**config.mk**
```make
export PLATFORM = sky130hd
export DESIGN_NAME = timer16
export DESIGN_NICKNAME = d
export VERILOG_FILES = /design/src/rtl/timer16_pkg.sv /design/src/rtl/timer16.sv
export VERILOG_INCLUDE_DIRS = /design/src /design/src/rtl
export SDC_FILE = /design/constraint.sdc
export NUM_CORES = 1
export LEC_CHECK = 0
export ABC_AREA = 1
export BUFFER_PORTS_ARGS = -buffer_cell sky130_fd_sc_hd__buf_2
export CORE_AREA = 4 4 111 113
export CTS_CLUSTER_SIZE = 16
export DETAILED_ROUTE_END_ITERATION = 7
export DIE_AREA = 0 0 115 117
export HOLD_SLACK_MARGIN = 0.15
export PLACE_DENSITY = 0.72
export SYNTH_ARGS = -nofsm -noshare
export SYNTH_HDL_FRONTEND = slang
export SYNTH_SLANG_ARGS = --single-unit
```
**constraint.sdc**
```tcl
create_clock -name ref_clk -period 2.1 [get_ports ref_clk]
set_input_delay 0.105 -clock ref_clk [delete_from_list [all_inputs] [get_ports ref_clk]]
set_output_delay 0.105 -clock ref_clk [all_outputs]
set_load 0.01 [all_outputs]
```
**src/rtl/timer16_map.svh**
```systemverilog
`ifndef TIMER16_MAP_SVH
`define TIMER16_MAP_SVH
// operation mode encodings (op_mode_bit_high, op_mode_bit_low)
`define OPM_STOP        2'b00
`define OPM_FREE_EDGE   2'b01
`define OPM_FREE_RUN    2'b10
`define OPM_CLR_MATCH   2'b11
// output function select
`define OUTF_NONE       3'h0
`define OUTF_SQUARE     3'h1
`define OUTF_PPG        3'h2
`define OUTF_OS_SOFT    3'h3
`define OUTF_OS_EXT     3'h4
// valid edge select
`define EDGE_FALL       2'b00
`define EDGE_RISE       2'b01
`define EDGE_BOTH       2'b11
// reset values
`define COUNT_RESET     16'h0000
`define CAPCOMP_RESET   16'hffff
`define PRESCALE_RESET  8'h00
// count clocks the input level must persist before an edge is valid
`define FILTER_SAMPLES  2'd2
// valid edges counted before event counting starts
`define EVENT_ARM_EDGES 2'd2
`endif

```
**src/rtl/timer16_pkg.sv**
```systemverilog
package timer16_pkg;
    typedef logic [15:0] count_t;
    typedef enum logic [2:0] {
        OS_IDLE  = 3'b001,
        OS_WAIT  = 3'b010,
        OS_PULSE = 3'b100
    } oneshot_state_t;
endpackage : timer16_pkg

```
**src/rtl/timer16.sv**
```systemverilog
`timescale 1ns/1ps
`include "timer16_map.svh"
// Function
// [RULE1] input a filtered on ref_clk as count clock, prescaled clock for capture
// [RULE2] capture only after valid edge and level seen on two samples; code waits for the new level on three prescaled samples
// [RULE3] shared pin is capture input b or timer output, never both
// [RULE4] software keeps 0 < second compare < first compare <= ffff in ppg
// [RULE5] ppg period is first+1 clocks, high for second+1 clocks
// [RULE6] software waits for pulse end before retriggering by software
// [RULE7] edge on input a still retriggers software one-shot
// [RULE8] source gives no new trigger during an externally started pulse
// [RULE9] software never writes zero to compare registers in one-shot modes
// [RULE10] counter runs whenever operation mode bits are not both zero
// [RULE11] first match after start may be one count clock early or late
// [RULE12] one-shot works only in free-run or clear-on-edge modes
// [RULE13] both-edge selection on input a disables capture
// [RULE14] source select set: input b edge raises match irq, no capture
// [RULE15] software changes compare registers from the match interrupt
// [RULE16] unsafe second compare load toggles output at each load
// [RULE17] event counting starts after two valid edges
// [RULE18] event count readable from the counter register
// [RULE19] pulse width measurable up to one full counter cycle
// [RULE20] both input pins configured as inputs for dual capture
// [RULE21] inputs pass a sampling noise limiter before use
// [RULE22] counter increments per count clock and wraps to zero
module timer16 #(
    parameter int PRESCALE_W = 8
) (
    input  wire logic                  ref_clk,
    input  wire logic                  srst,
    input  wire logic                  op_mode_bit_high,
    input  wire logic                  op_mode_bit_low,
    input  wire logic [PRESCALE_W-1:0] prescaler_mode_reg,
    input  wire logic                  event_count_mode,
    input  wire logic [1:0]            edge_sel_a,
    input  wire logic [1:0]            edge_sel_b,
    input  wire logic                  first_is_capture,
    input  wire logic                  second_is_capture,
    input  wire logic                  capture_source_select_bit,
    input  wire logic [2:0]            output_function,
    input  wire logic                  shared_pin_is_output,
    input  wire logic                  oneshot_soft_trigger,
    input  wire logic                  first_wr,
    input  wire logic                  second_wr,
    input  wire logic [15:0]           wr_data,
    input  wire logic                  timer_input_a,
    input  wire logic                  shared_port_pin_in,
    output logic                       shared_port_pin_out,
    output logic                       shared_port_pin_oe_n,
    output logic [15:0]                count_register,
    output logic [15:0]                capcomp_reg_first,
    output logic [15:0]                capcomp_reg_second,
    output logic                       match_irq_first,
    output logic                       match_irq_second,
    output logic                       overflow_flag
);
    logic [1:0]            op_mode;
    logic                  running;
    logic [1:0]            sync_a;
    logic [1:0]            sync_b;
    logic [PRESCALE_W-1:0] pre_cnt;
    logic                  pre_tick;
    logic [1:0]            hist_fast_a;
    logic [2:0]            hist_slow_a;
    logic [2:0]            hist_slow_b;
    logic                  edge_fast_a;
    logic                  edge_slow_a;
    logic                  edge_slow_b;
    logic [1:0]            arm_cnt;
    logic                  count_tick;
    logic                  match_first;
    logic                  match_second;
    logic                  os_trigger;
    logic                  level_out;
    timer16_pkg::oneshot_state_t os_state;

    assign op_mode = {op_mode_bit_high, op_mode_bit_low};
    assign running = (op_mode != `OPM_STOP); // [RULE10]

    function automatic logic edge_hit(input logic [1:0] sel,
                                      input logic prev,
                                      input logic cur);
        case (sel)
            `EDGE_FALL: edge_hit = prev & ~cur;
            `EDGE_RISE: edge_hit = ~prev & cur;
            `EDGE_BOTH: edge_hit = prev ^ cur;
            default:    edge_hit = 1'b0;
        endcase
    endfunction : edge_hit

    // two flops before any logic reads the pins
    always_ff @(posedge ref_clk) begin
        if (srst) begin
            sync_a <= 2'b00;
            sync_b <= 2'b00;
        end else begin
            sync_a <= {sync_a[0], timer_input_a};
            sync_b <= {sync_b[0], shared_port_pin_in};
        end
    end

    // prescaled count clock as a one-cycle enable
    always_ff @(posedge ref_clk) begin
        if (srst || !running) begin
            pre_cnt <= '0;
        end else if (pre_tick) begin
            pre_cnt <= '0;
        end else begin
            pre_cnt <= pre_cnt + 1'b1;
        end
    end
    assign pre_tick = running && (pre_cnt >= prescaler_mode_reg);

    // noise limiter: an edge counts once the new level held two ref_clk samples, or three prescaled samples on the capture path
    always_ff @(posedge ref_clk) begin
        if (srst) begin
            hist_fast_a <= 2'b00;
            hist_slow_a <= 3'b000;
            hist_slow_b <= 3'b000;
        end else begin
            hist_fast_a <= {hist_fast_a[0], sync_a[1]}; // [RULE1] [RULE21]
            if (pre_tick) begin
                hist_slow_a <= {hist_slow_a[1:0], sync_a[1]}; // [RULE1]
                hist_slow_b <= {hist_slow_b[1:0], sync_b[1]};
            end
        end
    end
    // fast path: level stable for two ref_clk samples after a change
    assign edge_fast_a = running && (hist_fast_a[0] == sync_a[1]) &&
                         edge_hit(edge_sel_a, hist_fast_a[1], hist_fast_a[0]);
    assign edge_slow_a = running && pre_tick &&
                         (hist_slow_a[1] == hist_slow_a[0]) &&
                         (hist_slow_a[0] == sync_a[1]) &&
                         edge_hit(edge_sel_a, hist_slow_a[2],
                                  hist_slow_a[1]); // [RULE2]
    assign edge_slow_b = running && pre_tick && !shared_pin_is_output &&
                         (hist_slow_b[1] == hist_slow_b[0]) &&
                         (hist_slow_b[0] == sync_b[1]) &&
                         edge_hit(edge_sel_b, hist_slow_b[2],
                                  hist_slow_b[1]); // [RULE2] [RULE3]

    // event counting arms after two valid edges
    always_ff @(posedge ref_clk) begin
        if (srst || !running) begin
            arm_cnt <= 2'd0;
        end else if (event_count_mode && edge_fast_a &&
                     arm_cnt < `EVENT_ARM_EDGES) begin
            arm_cnt <= arm_cnt + 2'd1; // [RULE17]
        end
    end
    assign count_tick = event_count_mode
        ? (edge_fast_a && arm_cnt == `EVENT_ARM_EDGES) // [RULE17]
        : pre_tick;

    assign match_first  = count_tick && (count_register == capcomp_reg_first);
    assign match_second = count_tick && (count_register == capcomp_reg_second);
    // edge on input a retriggers the one-shot in either one-shot mode
    assign os_trigger = (op_mode != `OPM_CLR_MATCH) && edge_slow_a &&
        (output_function == `OUTF_OS_EXT ||
         output_function == `OUTF_OS_SOFT); // [RULE7] [RULE12]

    // counter: starting immediately on mode write means the first match
    // lands within one count clock of nominal
    always_ff @(posedge ref_clk) begin
        if (srst || !running) begin
            count_register <= `COUNT_RESET;
        end else if ((op_mode == `OPM_FREE_EDGE && !event_count_mode &&
                      edge_slow_a) || os_trigger) begin
            count_register <= `COUNT_RESET; // [RULE11]
        end else if (count_tick) begin
            if (op_mode == `OPM_CLR_MATCH && match_first) begin
                count_register <= `COUNT_RESET;
            end else begin
                count_register <= count_register + 16'h0001; // [RULE22]
            end
        end
    end
    // event count is read straight from count_register [RULE18]

    always_ff @(posedge ref_clk) begin
        if (srst) begin
            overflow_flag <= 1'b0;
        end else if (count_tick && count_register == 16'hffff) begin
            overflow_flag <= 1'b1; // [RULE19]
        end else if (!running) begin
            overflow_flag <= 1'b0;
        end
    end

    // capture registers; a width over one wrap reads modulo 2^16
    always_ff @(posedge ref_clk) begin
        if (srst) begin
            capcomp_reg_first <= `CAPCOMP_RESET;
        end else if (first_wr) begin
            capcomp_reg_first <= wr_data;
        end else if (first_is_capture && edge_sel_a != `EDGE_BOTH) begin
            if (!capture_source_select_bit && edge_slow_b) begin
                capcomp_reg_first <= count_register; // [RULE14] [RULE19]
            end else if (capture_source_select_bit && edge_slow_a) begin
                capcomp_reg_first <= count_register; // [RULE13]
            end
        end
    end
    always_ff @(posedge ref_clk) begin
        if (srst) begin
            capcomp_reg_second <= `CAPCOMP_RESET;
        end else if (second_wr) begin
            capcomp_reg_second <= wr_data;
        end else if (second_is_capture && edge_sel_a != `EDGE_BOTH &&
                     edge_slow_a) begin
            capcomp_reg_second <= count_register; // [RULE13] [RULE20]
        end
    end

    always_ff @(posedge ref_clk) begin
        if (srst) begin
            match_irq_first  <= 1'b0;
            match_irq_second <= 1'b0;
        end else begin
            match_irq_first  <= (match_first && !first_is_capture) ||
                (capture_source_select_bit && edge_slow_b); // [RULE14]
            match_irq_second <= match_second && !second_is_capture;
        end
    end

    // one-shot sequencing: wait for second match, pulse until first match
    always_ff @(posedge ref_clk) begin
        if (srst || !running) begin
            os_state <= timer16_pkg::OS_IDLE;
        end else if (os_trigger ||
                     (oneshot_soft_trigger &&
                      output_function == `OUTF_OS_SOFT &&
                      op_mode != `OPM_CLR_MATCH)) begin
            os_state <= timer16_pkg::OS_WAIT; // [RULE7] [RULE12]
        end else begin
            case (os_state)
                timer16_pkg::OS_IDLE:  os_state <= timer16_pkg::OS_IDLE;
                timer16_pkg::OS_WAIT: begin
                    if (match_second) begin
                        os_state <= timer16_pkg::OS_PULSE;
                    end
                end
                timer16_pkg::OS_PULSE: begin
                    if (match_first) begin
                        os_state <= timer16_pkg::OS_IDLE;
                    end
                end
                default: os_state <= timer16_pkg::OS_IDLE;
            endcase
        end
    end

    // output level per function
    always_ff @(posedge ref_clk) begin
        if (srst || !running) begin
            level_out <= 1'b0;
        end else begin
            case (output_function)
                `OUTF_SQUARE: begin
                    if (match_first) begin
                        level_out <= ~level_out;
                    end
                end
                `OUTF_PPG: begin
                    // period first+1, high for second+1 ending at second
                    if (match_first) begin
                        level_out <= 1'b1; // [RULE5]
                    end else if (match_second) begin
                        level_out <= 1'b0; // [RULE5]
                    end else if (second_wr) begin
                        level_out <= ~level_out; // [RULE16]
                    end
                end
                `OUTF_OS_SOFT, `OUTF_OS_EXT:
                    level_out <= (os_state == timer16_pkg::OS_PULSE);
                default: level_out <= 1'b0;
            endcase
        end
    end

    always_ff @(posedge ref_clk) begin
        if (srst) begin
            shared_port_pin_out  <= 1'b0;
            shared_port_pin_oe_n <= 1'b1;
        end else begin
            shared_port_pin_out  <= level_out;
            shared_port_pin_oe_n <= ~shared_pin_is_output; // [RULE3]
        end
    end
endmodule : timer16

```
### Yosys cells after proc, flatten, opt, wreduce, memory -nomap -nowiden

Index checks and enable logic that the tools add are counted.

* add/subtract/negate cells: 3
* multipliers: 0
* divide/modulo/power cells: 0
* $lt $le $gt $ge: 2
* equality and inequality tests: 30
* shift operators: 0
* muxes and demuxes: 22
* bitwise gates (word level): 17
* reduce and logical (&&, ||, !) cells: 57

Operator list (number)
* two-way mux 16 bit: 7
* equality test 16 bit: 2
* logical AND 1 bit: 32
* adder 16 x 1 -> 16 bit (second input constant): 1
* equality test 16 bit (second input constant): 1
* one-hot mux 1 bit (3 select lines): 4
* != test 2 bit (second input constant): 5
* equality test 3 x 2 -> 1 bit (second input constant): 3
* adder 8 x 1 -> 8 bit (second input constant): 1
* equality test 2 bit (second input constant): 4
* >= comparator 8 bit: 1
* NOT 1 bit: 8
* AND reduction 2 bit: 4
* OR reduction 2 bit: 4
* two-way mux 1 bit: 7
* AND 1 bit: 6
* equality test 2 x 1 -> 1 bit (second input constant): 3
* equality test 3 bit (second input constant): 2
* zero test 1 bit: 6
* two-way mux 3 bit: 2
* != test 3 bit (second input constant): 2
* one-hot mux 3 bit (2 select lines): 1
* nonzero test 2 bit: 3
* equality test 1 bit: 5
* other kinds (10): 17

* flip-flop bits (word level): 79
* latch bits: 0
* memory bits (writable): 0
* ROM bits: 0
* bits of input ports: 45
* output and inout port bits: 53
* logic and storage cells: 149
* memories: 0

### Depth between registers and ports, before layout

Gate-level depths: netlist of the first run.

* word-level depth: 11
* gate-level depth with buffers: 19
* depth with buffers taken out: 18

### Least setup slack after synthesis of the first run

Ideal clock, no wire load.

* kind: register -> register
* from: register pre_cnt[7]
* to: register capcomp_reg_first[12]
* setup time: 130 ps
* arrival time: 1765 ps
* data required time: 1970 ps
* setup slack: 205 ps
* cell stages (with the launch flop): 14
* buffers on the path: 1
* period minus slack after synthesis: 1895 ps
* path through: dfxtp_1 ha_1 a21o_1 nor2_1 nand3_1 nand2_1 inv_2 nand2_2 nand2_1 a21oi_4 inv_4 buf_6 nand2_1 nand3_1

* longest elaborated chain between the ends: 11
* elaborated cells between the ends (all ways): 17
* those cells by class: 1 x order compare; 3 x mux; 13 x reduce/logical

Ends and longest elaborated chain
* start: declaration: RTL line timer16.sv:61 `logic [PRESCALE_W-1:0] pre_cnt;`
* start signal: assignment: RTL line timer16.sv:109 `pre_cnt <= pre_cnt + 1'b1;`
* >= comparator 8 bit (*): RTL line timer16.sv:112 `assign pre_tick = running && (pre_cnt >= prescaler_mode_reg);`
* logical AND 1 bit (*): RTL line timer16.sv:112
* logical AND 1 bit (*): RTL line timer16.sv:131, timer16.sv:136
* logical AND 1 bit (2 in series): RTL line timer16.sv:136 `assign edge_slow_b = running && pre_tick && !shared_pin_is_output &&`
* logical AND 1 bit: RTL line timer16.sv:137 `(hist_slow_b[1] == hist_slow_b[0]) &&`
* logical AND 1 bit: RTL line timer16.sv:138 `(hist_slow_b[0] == sync_b[1]) &&`
* logical AND 1 bit: RTL line timer16.sv:197 `if (!capture_source_select_bit && edge_slow_b) begin`
* two-way mux 16 bit: RTL line timer16.sv:197
* two-way mux 16 bit: RTL line timer16.sv:196 `` end else if (first_is_capture && edge_sel_a != `EDGE_BOTH) begin ``
* two-way mux 16 bit: RTL line timer16.sv:194 `end else if (first_wr) begin`
* end signal: assignment: RTL line timer16.sv:193 `` capcomp_reg_first <= `CAPCOMP_RESET; ``
* end signal: assignment: RTL line timer16.sv:195 `capcomp_reg_first <= wr_data;`
* end signal: assignment: RTL line timer16.sv:198 `capcomp_reg_first <= count_register;`
* end: declaration: RTL line timer16.sv:51 `output logic [15:0] capcomp_reg_first,`

Every way passes the cells marked *; elsewhere a longest branch is shown, timed or not. The select of a mux whose other input is x is not followed.
A chain may end at the register's enable or synchronous reset.

### Worst setup path in the final report of the first run

* from: register pre_cnt[5]
* to: register capcomp_reg_first[6]

The elaborated chain is that of the path after synthesis.

==> impl_metrics.env, run 1 <==
export IMPL_via_per_inst=5.020
export IMPL_maxCapViolCount=0
export IMPL_grt_pass1_vias=4227
export IMPL_detailed_place_area_mm2=0.005126
export IMPL_slew_viol_final=0
export IMPL_min_path_type="in2reg"
export IMPL_cts_sink_count=79
export IMPL_floorplan_core_area_mm2=0.01132
export IMPL_final_instance_count_excl_fill=916
export IMPL_flow_area_growth_from_synthesis_pct=35.04
export IMPL_grt_pass1_wl_um=20400
export IMPL_post_synth_main_area_contributors="sky130_fd_sc_hd__dfxtp_1 (36%), sky130_fd_sc_hd__nand2_1 (13%), sky130_fd_sc_hd__nand3_1 (6.9%)"
export IMPL_placed_cells=867
export IMPL_switching_share_pct=25.64
export IMPL_clock_buffers_created_by_tritoncts=9
export IMPL_htree_num_levels=3
export IMPL_dieArea_mm2=0.01346
export IMPL_path_class="reg2reg"
export IMPL_power_internal_mw=2.674
export IMPL_netlist_instances=633
export IMPL_netlist_top_cell_by_area="sky130_fd_sc_hd__dfxtp_1"
export IMPL_detail_route_first_pass_iterations=5
export IMPL_min_delay_start="output_function[2]"
export IMPL_setup_viol=8
export IMPL_timing_critical_path_slowest_stage_cell="sky130_fd_sc_hd__dfxtp_2"
export IMPL_floorplan_io_pins=98
export IMPL_tritoncts_clock_tree="built"
export IMPL_num_vias=4598
export IMPL_synth_warnings=0
export IMPL_final_min_clock_period_ns=2.154
export IMPL_finalWorstSetupSlack_ns=-0.05407
export IMPL_buffer_levels_on_the_longest_clock_path=2
export IMPL_final_layout_size_suffix_gt1_share_pct=26.26
export IMPL_timing_critical_path_to_type="register"
export IMPL_placement_row_count=39
export IMPL_worst_ep_arrival_time_ns=2.37
export IMPL_max_stage_delay_ns=0.35
export IMPL_crit_reg2reg_launch="pre_cnt[5]$_SDFF_PP0_"
export IMPL_min_period_over_period_pct=102.6
export IMPL_dr_first_iter_drc_count=345
export IMPL_finish_instance_area_mm2=0.005989
export IMPL_ys_ff_latch=79
export IMPL_worst_clock_skew_ns=0.005883
export IMPL_critical_path_peak_fanout=8
export IMPL_achievable_frequency_mhz=464.2
export IMPL_run_status="complete, but fails checks"
export IMPL_crit_chain="ha_4 > a21oi_1 > nor2_1 > nor2_2 > nand3_4 > nand2_2 > inv_2 > nand2_2 > nand2_2 > a21oi_4 > clkinv_4 > nand2_1 > nand3_1"
export IMPL_failed_checks="negative setup slack"
export IMPL_gp_congestion=0.8489
export IMPL_drt_wl_total_um=13210
export IMPL_synth_edff_count=0
export IMPL_async_sr_flop_fraction_pct=0
export IMPL_number_of_buffers_inserted_by_port_buffering=97
export IMPL_grt_overflow=0
export IMPL_p_per_area_mw_per_mm2=600.4
export IMPL_clkTransAtPathRegs_ns=0.06
export IMPL_timing_hold_violations_final=0
export IMPL_die_width_um=115
export IMPL_initial_utilization_pct=39.18
export IMPL_worst_setup_path_startpoint="pre_cnt[5]$_SDFF_PP0_"
export IMPL_drtAntennaViolNets=0
export IMPL_library_cell_used_as_clock_root_buffer="sky130_fd_sc_hd__clkbuf_16"
export IMPL_report_power_total_mw=3.596
export IMPL_grt_max_degree=35
export IMPL_post_place_ws_ns=-0.03486
export IMPL_grt_setup_unrepaired="yes"
export IMPL_number_of_antenna_violations_at_the_first_check_in_global_routing=0
export IMPL_power_frac_clock_pct=40.2
export IMPL_grt_total_usage_pct=19.07
export IMPL_ys_seq_area_share_pct=35.66
export IMPL_drt_wirelength_per_cell_um=14.42
export IMPL_dpl_hpwl_um=9278
export IMPL_power_sequential_fraction_pct=45.1
export IMPL_drc=0
export IMPL_crit_required_ns=2.31
export IMPL_die_height_um=117
export IMPL_crit_path_start_kind="register"
export IMPL_comb_power_share_pct=14.7
export IMPL_synth_top_cell_area_share_pct=35.66
export IMPL_synth_top_flop_cell="sky130_fd_sc_hd__dfxtp_1"
export IMPL_timing_worst_slew_pin_value_ns=0.5973
export IMPL_synth_lib_cells_used_distinct=41
export IMPL_postSynthNetCount=695
export IMPL_critPathMostFrequentCell="sky130_fd_sc_hd__nand2_2"
export IMPL_ir_drop_uv=302.5
export IMPL_synth_area_mm2=0.004436
export IMPL_antenna_diode_count=0
export IMPL_cell_leakage_power_nw=2.624
export IMPL_syn_avg_cell_area_um2=7.007
export IMPL_net_switching_power_figure_uw=922.2
export IMPL_clock_insertion_delay_worst_skew_ns=0.33
export IMPL_slew_limit_headroom_pct=60.18
export IMPL_final_setup_tns_ns=-0.3336
export IMPL_final_nets=830
-- worst paths after layout --
check,cells after the start,slack (ns),end
worst max-delay path,13,-0.05,capcomp_reg_first[6]$_SDFFE_PP1P_
worst min-delay path,6,0.19,level_out$_SDFFE_PP0P_
worst max register to register,13,-0.05,capcomp_reg_first[6]$_SDFFE_PP1P_
worst min register to register,2,0.40,sync_a[1]$_SDFF_PP0_
-- metrics by stage --
stage | hold slack (ns) | utilization, %
global placement | 0.2919 | 45.28
CTS | 0.1798 | 50.04
floorplan | 0.1750 | -
finish | 0.1906 | 52.91
global route | 0.2088 | 52.91
detailed placement | 0.2962 | 45.28
-- per-layer routing --
| layer | track usage (%) | share of wire [%] | vias to the layer above |
|---|---|---|---|
| li1 | - | - | 2333 |
| met1 | 25.61 | 45 | 2090 |
| met2 | 30.40 | 47 | 148 |
| met3 | 3.239 | 5.1 | 27 |
| met4 | 7.981 | 2.5 | 0 |
| met5 | 0 | 0 | - |
-- flip-flops by register name, summed over array words and instances, names as in the netlist --
| signal | cells |
|---|---|
| match_irq_second | 1 |
| arm_cnt | 2 |
| capcomp_reg_first | 16 |
| hist_slow_a | 3 |
| count_register | 16 |
| hist_slow_b | 3 |
| shared_port_pin_out | 1 |
| sync_a | 2 |
| shared_port_pin_oe_n | 1 |
| sync_b | 2 |
| level_out | 1 |
| hist_fast_a | 2 |
| match_irq_first | 1 |
| overflow_flag | 1 |
| os_state | 3 |
| pre_cnt | 8 |
| capcomp_reg_second | 16 |
-- area by class of cell --
| type | count | area, µm² |
|---|---|---|
| Clock buffer | 16 | 271.5 |
| Fill cell | 1089 | 5331 |
| Inverter | 72 | 280.3 |
| Multi-Input combinational cell | 457 | 2684 |
| Sequential cell | 79 | 1590 |
| Tap cell | 143 | 178.9 |
| Timing Repair Buffer | 148 | 978.4 |
| Timing Repair inverter | 1 | 6.256 |
-- power groups by stage --
stage	clock [mW]	combinational [mW]	sequential, mW
2_1_floorplan	0	0.237	1.67
3_3_place_gp	0	0.428	1.65
3_5_place_dp	0	0.434	1.65
4_1_cts	1.46	0.474	1.62
5_1_grt	1.53	0.592	1.63
6_report	1.44	0.530	1.62
-- cells in the mapped netlist (2+ instances only) --
library cell               count
sky130_fd_sc_hd__or2_2         4
sky130_fd_sc_hd__a31oi_1       3
sky130_fd_sc_hd__xnor2_1      17
sky130_fd_sc_hd__nand2_1     156
sky130_fd_sc_hd__o21ai_1       2
sky130_fd_sc_hd__nand3b_1      4
sky130_fd_sc_hd__nor2_1       46
sky130_fd_sc_hd__xor2_1       20
sky130_fd_sc_hd__nor4_1        4
sky130_fd_sc_hd__nor2_2        2
sky130_fd_sc_hd__inv_2         5
sky130_fd_sc_hd__a21oi_1      27
sky130_fd_sc_hd__buf_4         3
sky130_fd_sc_hd__o211ai_1     18
sky130_fd_sc_hd__nor3_1       20
sky130_fd_sc_hd__nand2_2       6
sky130_fd_sc_hd__nand4_1       8
sky130_fd_sc_hd__o21ai_0      27
sky130_fd_sc_hd__clkbuf_1     18
sky130_fd_sc_hd__dfxtp_1      79
sky130_fd_sc_hd__nand2_4       2
sky130_fd_sc_hd__nand3_1      61
sky130_fd_sc_hd__ha_1         17
sky130_fd_sc_hd__inv_1        65
sky130_fd_sc_hd__buf_6         3
-- repair_timing --
item	in CTS	in global routing
resized for setup	0	62
hold buffers	26	0
pin swaps	1	16
gates cloned	0	2
setup buffers	1	4
endpoints found under the hold margin	44	0
setup endpoints to repair	16	49
-- critical path, delay by kind of cell (launching register included) --
kind | cells | cell delay [ns]
AOI/OAI and AO/OA | 2 | 0.50
adders and majority gates | 1 | 0.21
buffers and inverters | 2 | 0.26
DFF | 1 | 0.35
and+or+nand+nor | 8 | 0.71
-- placed cells by master, fill, tap and decap left out, types with 17 or more instances in the layout --
cell,Yosys,final
sky130_fd_sc_hd__o211ai_1,18,18
sky130_fd_sc_hd__buf_2,1,97
sky130_fd_sc_hd__buf_4,3,20
sky130_fd_sc_hd__dfxtp_1,79,72
sky130_fd_sc_hd__nand3_1,61,54
sky130_fd_sc_hd__o21ai_0,27,27
sky130_fd_sc_hd__nand2_1,156,140
sky130_fd_sc_hd__nand2_2,6,19
sky130_fd_sc_hd__nor2_1,46,44
sky130_fd_sc_hd__xnor2_1,17,17
sky130_fd_sc_hd__xor2_1,20,20
sky130_fd_sc_hd__nor3_1,20,18
sky130_fd_sc_hd__a21oi_1,27,27
sky130_fd_sc_hd__inv_1,65,63
sky130_fd_sc_hd__dlygate4sd3_1,0,26
-- kinds of logic (layout without fill, tap and decap cells) --
group,after synthesis,after routing,share of synthesized area [%]
DFF,79,79,35.66
adders and majority gates,17,17,4.795
buffers and inverters,97,237,9.055
and+or+nand+nor,318,318,31.82
xor gates and xnor gates,37,37,7.306
AOI/OAI and AO/OA,85,85,11.37
No activity file was read; power rests on OpenSTA's default activity.
==> inputs of run 2 (changes only) <==
--- a/config.mk
+++ b/config.mk
@@ -7,13 +7,14 @@
 export NUM_CORES = 1
 export LEC_CHECK = 0
 export ABC_AREA = 1
-export BUFFER_PORTS_ARGS = -buffer_cell sky130_fd_sc_hd__buf_2
 export CORE_AREA = 4 4 111 113
 export CTS_CLUSTER_SIZE = 16
 export DETAILED_ROUTE_END_ITERATION = 7
 export DIE_AREA = 0 0 115 117
+export DONT_BUFFER_PORTS = 1
 export HOLD_SLACK_MARGIN = 0.15
-export PLACE_DENSITY = 0.72
+export PLACE_DENSITY = 0.64
+export RECOVER_POWER = 25
 export SYNTH_ARGS = -nofsm -noshare
 export SYNTH_HDL_FRONTEND = slang
 export SYNTH_SLANG_ARGS = --single-unit
==> run 2 against run 1 <==
Against the previous run:
- the run still ends with negative setup slack left
- critical path depth is 1 lower
- highest routed layer unchanged
- routed wire length is 8.1% higher
- largest cell class unchanged
- maximum frequency is 2.1% higher
==> impl_metrics.env, run 2 (synthesis results as in run 1) <==
export IMPL_regToRegEndpoint="capcomp_reg_first[13]$_SDFFE_PP1P_"
export IMPL_crit_path_start_kind="register"
export IMPL_leading_cell_type_in_the_layout_fill_and_taps_excluded="sky130_fd_sc_hd__nand2_1"
export IMPL_final_layout_size_suffix_gt1_share_pct=21.10
export IMPL_reg2reg_depth=12
export IMPL_tritoncts_clock_tree="built"
export IMPL_slew_limit_headroom_pct=27.91
export IMPL_maxCapViolCount=0
export IMPL_gp_congestion=0.9333
export IMPL_final_setup_tns_ns=-0.01283
export IMPL_clkTransAtPathRegs_ns=0.06
export IMPL_crit_reg2reg_launch="hist_slow_b[1]$_SDFFE_PP0P_"
export IMPL_timing_hold_violations_final=0
export IMPL_number_of_antenna_violations_at_the_first_check_in_global_routing=0
export IMPL_crit_required_ns=2.31
export IMPL_achievable_frequency_mhz=474.0
export IMPL_setup_viol=3
export IMPL_p_per_area_mw_per_mm2=645.6
export IMPL_hold_depth=4
export IMPL_slew_viol_final=0
export IMPL_path_class="reg2reg"
export IMPL_dpl_hpwl_um=10010
export IMPL_floorplan_io_pins=98
export IMPL_buffer_levels_on_the_longest_clock_path=2
export IMPL_min_delay_start="output_function[2]"
export IMPL_report_power_total_mw=3.810
export IMPL_cell_leakage_power_nw=2.447
export IMPL_htree_num_levels=3
export IMPL_min_path_type="in2reg"
export IMPL_min_period_over_period_pct=100.5
export IMPL_final_min_clock_period_ns=2.110
export IMPL_floorplan_core_area_mm2=0.01132
export IMPL_number_of_buffers_inserted_by_port_buffering=0
export IMPL_grt_pass1_wl_um=21290
export IMPL_grt_max_degree=40
export IMPL_critical_path_peak_fanout=6
export IMPL_run_status="complete, but fails checks"
export IMPL_worst_ep_arrival_time_ns=2.32
export IMPL_mostFrequentLayoutCells="sky130_fd_sc_hd__nand2_1 (135), sky130_fd_sc_hd__dfxtp_1 (68), sky130_fd_sc_hd__inv_1 (61)"
export IMPL_initial_utilization_pct=39.18
export IMPL_min_to="os_state[2]$_SDFFE_PP0P_"
export IMPL_top_regs="capcomp_reg_first: 16 flops, capcomp_reg_second: 16 flops, count_register: 16 flops"
export IMPL_num_vias=4512
export IMPL_library_cell_used_as_clock_root_buffer="sky130_fd_sc_hd__clkbuf_16"
export IMPL_worst_clock_skew_ns=0.005349
export IMPL_placement_row_count=39
export IMPL_timing_critical_path_to_type="register"
export IMPL_final_nets=763
export IMPL_die_width_um=115
export IMPL_ir_drop_uv=481.7
export IMPL_dr_first_iter_drc_count=384
export IMPL_timing_worst_slew_pin_value_ns=1.078
export IMPL_finalWorstSetupSlack_ns=-0.009725
export IMPL_flow_area_growth_from_synthesis_pct=33.06
export IMPL_grt_total_usage_pct=20.06
export IMPL_grt_overflow=0
export IMPL_detail_route_first_pass_iterations=8
export IMPL_grt_pass1_vias=4183
export IMPL_antenna_diode_count=0
export IMPL_final_core_utilization_pct=52.13
export IMPL_cts_sink_count=79
export IMPL_grt_setup_unrepaired="yes"
export IMPL_drt_wirelength_per_cell_um=16.83
export IMPL_die_height_um=117
export IMPL_clock_insertion_delay_worst_skew_ns=0.34
export IMPL_drt_wl_total_um=14290
export IMPL_dieArea_mm2=0.01346
export IMPL_timing_reg2reg_setup_slack_ns=-0.01
export IMPL_drtAntennaViolNets=0
export IMPL_failed_checks="negative setup slack"
export IMPL_clock_buffers_created_by_tritoncts=9
export IMPL_via_per_inst=5.314
export IMPL_drc=0
## run 2: cell types whose count changed in the layout (fill, tap and decap cells not counted), moves of 3 or more
cell,change
sky130_fd_sc_hd__dfxtp_2,+4
sky130_fd_sc_hd__buf_2,-97
sky130_fd_sc_hd__nand2_1,-5
sky130_fd_sc_hd__buf_4,+18
sky130_fd_sc_hd__dlygate4sd3_1,+8
sky130_fd_sc_hd__dfxtp_1,-4
sky130_fd_sc_hd__nand3_2,+3
sky130_fd_sc_hd__buf_6,+5
sky130_fd_sc_hd__nand3_1,-3
sky130_fd_sc_hd__nand2_2,+3
sky130_fd_sc_hd__clkbuf_1,-4
## run 2: cell type report
type / count / area [µm²]
clock buffers: 11 / 242.7
clock inverters: 5 / 81.33
fillers: 1074 / 5419
inverters: 72 / 287.8
multi-input cells: 457 / 2765
flip-flops and latches: 79 / 1595
well taps: 143 / 178.9
repair buffers: 81 / 744.5
repair inverters: 1 / 6.256
## run 2: what timing repair did
action	4_1_cts	5_1_grt
endpoints found under the setup margin	24	51
gates cloned	0	3
setup buffers	3	7
hold buffers	34	0
endpoints found under the hold margin	51	0
pin swaps	1	35
resized for setup	1	92
## run 2: worst max-delay path by stage
stage	from	endpoint	slack (ns)
finish	hist_slow_b[1]$_SDFFE_PP0P_	capcomp_reg_first[13]$_SDFFE_PP1P_	-0.01
global route	hist_slow_b[1]$_SDFFE_PP0P_	capcomp_reg_first[15]$_SDFFE_PP1P_	-0.13
CTS	pre_cnt[7]$_SDFF_PP0_	capcomp_reg_second[8]$_SDFFE_PP1P_	-0.01
detailed placement	pre_cnt[7]$_SDFF_PP0_	capcomp_reg_first[5]$_SDFFE_PP1P_	-0.15
global placement	pre_cnt[7]$_SDFF_PP0_	capcomp_reg_first[10]$_SDFFE_PP1P_	-0.07
floorplan	pre_cnt[7]$_SDFF_PP0_	capcomp_reg_first[12]$_SDFFE_PP1P_	0.20
## run 2: critical path: stages (launching register included)
cell and delay [ns]:
sky130_fd_sc_hd__dfxtp_2 0.32, sky130_fd_sc_hd__inv_2 0.08, sky130_fd_sc_hd__ha_4 0.19, sky130_fd_sc_hd__o211ai_1 0.16
sky130_fd_sc_hd__nand2_1 0.11, sky130_fd_sc_hd__nor3_4 0.27, sky130_fd_sc_hd__nand2_4 0.09, sky130_fd_sc_hd__a21oi_4 0.18
sky130_fd_sc_hd__a21oi_4 0.13, sky130_fd_sc_hd__buf_6 0.20, sky130_fd_sc_hd__buf_6 0.12, sky130_fd_sc_hd__nand2_2 0.05
sky130_fd_sc_hd__nand3_1 0.06
## run 2: power breakdown
part	leakage (nW)	total (mW)	internal [mW]	switching [mW]
logic	1.64	0.440	0.201	0.239
clock network	0.156	1.71	1.07	0.635
registers	0.654	1.66	1.56	0.0981
total	2.45	3.81	2.84	0.972
## run 2: metrics by stage
stage                     hold slack, ns  area, µm²  cells  worst slack [ns]
after floorplan                   0.1750       4436    633            0.2049
after global placement            0.1785       4748    786          -0.07267
after detailed placement          0.1790       4748    786           -0.1476
after CTS                         0.1691       5440    839          -0.01414
after global routing              0.2223       5902    849           -0.1279
final                             0.1788       5902    849         -0.009725
## run 2: layer usage
metal  vias to the layer above  track usage (%)  share of wire, %
met5                         -                0                 0
met1                      2092            25.74                41
met3                        26            5.964               9.4
met2                       190            32.41                47
met4                         0            6.651               2.5
li1                       2204                -                 -
==> inputs of run 3 (changes only) <==
--- a/config.mk
+++ b/config.mk
@@ -15,6 +15,7 @@
 export HOLD_SLACK_MARGIN = 0.15
 export PLACE_DENSITY = 0.64
 export RECOVER_POWER = 25
+export SETUP_SLACK_MARGIN = 0.2
 export SYNTH_ARGS = -nofsm -noshare
 export SYNTH_HDL_FRONTEND = slang
 export SYNTH_SLANG_ARGS = --single-unit
==> run 3 against run 2 <==
Against the previous run:
- the run now ends clean
- total power is 1.4% higher
- sequential share of layout area shrank 1.4 points
- critical path depth increased by 2
- clock skew increased by 0.0019 ns
- cell count is 2.6% higher
- setup slack improved by 0.060 ns
==> impl_metrics.env, run 3 (synthesis results as in run 1) <==
export IMPL_initial_utilization_pct=39.18
export IMPL_die_width_um=115
export IMPL_clkTransAtPathRegs_ns=0.06
export IMPL_final_min_clock_period_ns=2.050
export IMPL_top_regs="capcomp_reg_first: 16 flops, capcomp_reg_second: 16 flops, count_register: 16 flops"
export IMPL_drtAntennaViolNets=0
export IMPL_finish_instance_area_mm2=0.006233
export IMPL_number_of_antenna_violations_at_the_first_check_in_global_routing=1
export IMPL_number_of_buffers_inserted_by_port_buffering=0
export IMPL_placed_cells=786
export IMPL_run_status="complete, no violations"
export IMPL_ir_drop_uv=476.0
export IMPL_worst_ep_arrival_time_ns=2.27
export IMPL_grt_total_usage_pct=21.27
export IMPL_crit_path_start_kind="register"
export IMPL_hold_depth=4
export IMPL_cts_sink_count=79
export IMPL_placement_row_count=39
export IMPL_p_per_area_mw_per_mm2=619.7
export IMPL_cell_leakage_power_nw=2.556
export IMPL_drt_wl_total_um=14780
export IMPL_achievable_frequency_mhz=487.9
export IMPL_floorplan_core_area_mm2=0.01132
export IMPL_flow_area_growth_from_synthesis_pct=40.54
export IMPL_min_to="os_state[2]$_SDFFE_PP0P_"
export IMPL_slew_limit_headroom_pct=55.23
export IMPL_maxCapViolCount=0
export IMPL_crit_reg2reg_launch="pre_cnt[6]$_SDFF_PP0_"
export IMPL_dpl_hpwl_um=10010
export IMPL_timing_critical_path_to_type="register"
export IMPL_dr_first_iter_drc_count=371
export IMPL_min_path_type="in2reg"
export IMPL_leading_cell_type_in_the_layout_fill_and_taps_excluded="sky130_fd_sc_hd__nand2_1"
export IMPL_final_layout_size_suffix_gt1_share_pct=23.97
export IMPL_grt_setup_unrepaired="yes"
export IMPL_num_vias=4689
export IMPL_drt_wirelength_per_cell_um=16.97
export IMPL_die_height_um=117
export IMPL_timing_hold_violations_final=0
export IMPL_worst_clock_skew_ns=0.007268
export IMPL_drc=0
export IMPL_reg2reg_depth=14
export IMPL_critical_path_peak_fanout=5
export IMPL_gp_congestion=0.9333
export IMPL_library_cell_used_as_clock_root_buffer="sky130_fd_sc_hd__clkbuf_16"
export IMPL_final_nets=783
export IMPL_final_instance_count_excl_fill=871
export IMPL_grt_pass1_wl_um=22560
export IMPL_crit_required_ns=2.32
export IMPL_clock_buffers_created_by_tritoncts=9
export IMPL_timing_worst_slew_pin_value_ns=0.6693
export IMPL_grt_max_degree=40
export IMPL_regToRegEndpoint="capcomp_reg_first[0]$_SDFFE_PP1P_"
export IMPL_timing_reg2reg_setup_slack_ns=0.05
export IMPL_clock_insertion_delay_worst_skew_ns=0.34
export IMPL_dieArea_mm2=0.01346
export IMPL_htree_num_levels=3
export IMPL_setup_viol=0
export IMPL_min_delay_start="output_function[2]"
export IMPL_detailed_place_area_mm2=0.004748
export IMPL_timing_hold_ws_ns=0.1888
export IMPL_grt_pass1_vias=4426
export IMPL_path_class="reg2reg"
export IMPL_buffer_levels_on_the_longest_clock_path=2
export IMPL_via_per_inst=5.383
export IMPL_min_period_over_period_pct=97.60
export IMPL_mostFrequentLayoutCells="sky130_fd_sc_hd__nand2_1 (122), sky130_fd_sc_hd__dfxtp_1 (67), sky130_fd_sc_hd__inv_1 (60)"
export IMPL_grt_overflow=0
export IMPL_floorplan_io_pins=98
export IMPL_slew_viol_final=0
export IMPL_detail_route_first_pass_iterations=5
export IMPL_tritoncts_clock_tree="built"
[run 3: cell count changes in the layout (fill, tap and decap cells not counted), moves of 2 or more]
| cell | before | now |
|---|---|---|
| sky130_fd_sc_hd__dlygate4sd3_1 | 34 | 50 |
| sky130_fd_sc_hd__nand2_1 | 135 | 122 |
| sky130_fd_sc_hd__nand2_2 | 22 | 33 |
| sky130_fd_sc_hd__buf_4 | 38 | 42 |
| sky130_fd_sc_hd__nand3_2 | 10 | 7 |
| sky130_fd_sc_hd__nand3_4 | 1 | 4 |
| sky130_fd_sc_hd__a21oi_1 | 26 | 24 |
| sky130_fd_sc_hd__a21oi_2 | 1 | 3 |
| sky130_fd_sc_hd__diode_2 | 0 | 2 |
| sky130_fd_sc_hd__o21ai_0 | 27 | 25 |
[run 3: critical path: stages, from the launching register on]
cell and delay, ns:
sky130_fd_sc_hd__dfxtp_2 0.34, sky130_fd_sc_hd__ha_4 0.28, sky130_fd_sc_hd__nand2_4 0.06, sky130_fd_sc_hd__nor2_4 0.10, sky130_fd_sc_hd__nand4_1 0.11, sky130_fd_sc_hd__nand3_2 0.11, sky130_fd_sc_hd__nand2_2 0.08, sky130_fd_sc_hd__inv_4 0.09
sky130_fd_sc_hd__nand2_4 0.06, sky130_fd_sc_hd__a21oi_4 0.18, sky130_fd_sc_hd__a21oi_4 0.12, sky130_fd_sc_hd__buf_6 0.17, sky130_fd_sc_hd__buf_6 0.12, sky130_fd_sc_hd__nand2_2 0.06, sky130_fd_sc_hd__nand3_2 0.05
[run 3: how the worst max path moves through the flow]
stage	start	to	slack, ns
after floorplan	pre_cnt[7]$_SDFF_PP0_	capcomp_reg_first[12]$_SDFFE_PP1P_	0.20
after global placement	pre_cnt[7]$_SDFF_PP0_	capcomp_reg_first[10]$_SDFFE_PP1P_	-0.07
after detailed placement	pre_cnt[7]$_SDFF_PP0_	capcomp_reg_first[5]$_SDFFE_PP1P_	-0.15
after CTS	pre_cnt[3]$_SDFF_PP0_	capcomp_reg_second[8]$_SDFFE_PP1P_	0.1
after global routing	pre_cnt[4]$_SDFF_PP0_	capcomp_reg_first[0]$_SDFFE_PP1P_	-0.06
final	pre_cnt[6]$_SDFF_PP0_	capcomp_reg_first[0]$_SDFFE_PP1P_	0.05
[run 3: timing repair]
| item | CTS | global route |
|---|---|---|
| pin swaps | 12 | 22 |
| hold buffers | 50 | 0 |
| gates resized for setup | 50 | 77 |
| endpoints found under the setup margin | 51 | 57 |
| gates cloned | 1 | 1 |
| setup buffers | 7 | 8 |
| endpoints found under the hold margin | 51 | 0 |
[run 3: per-stage QoR]
stage                     setup TNS, ns  worst slack (ns)  power [mW]  utilization, %
after global placement           -1.117          -0.07267       1.971           41.94
after detailed placement         -2.143           -0.1476       1.983           41.94
after floorplan                       0            0.2049       1.903               -
after global routing             -1.147          -0.06232       3.998           55.06
final                                 0           0.05031       3.863           55.06
after CTS                             0           0.09892       3.809           51.95
[run 3: area by class of cell]
type                       count  area, µm²
clock inverter                 5      81.33
sequential                    79       1597
clock buffer                  11      242.7
inverter                      72      304.0
antenna                        2      5.005
multi-input combinational    457       2873
timing repair inverter         1      6.256
tap                          143      178.9
fill                        1004       5087
timing repair buffer         101      945.9
[run 3: metal layers]
layer	track usage [%]	up-vias	routed length [µm]
li1	-	2242	-
met1	26.49	2217	5899
met2	35.22	197	7128
met3	6.170	33	1384
met4	7.512	0	367
met5	0	-	0
[run 3: power by group]
| part | switching, mW | internal, mW |
|---|---|---|
| clock network | 0.645 | 1.07 |
| registers | 0.101 | 1.56 |
| logic | 0.250 | 0.230 |
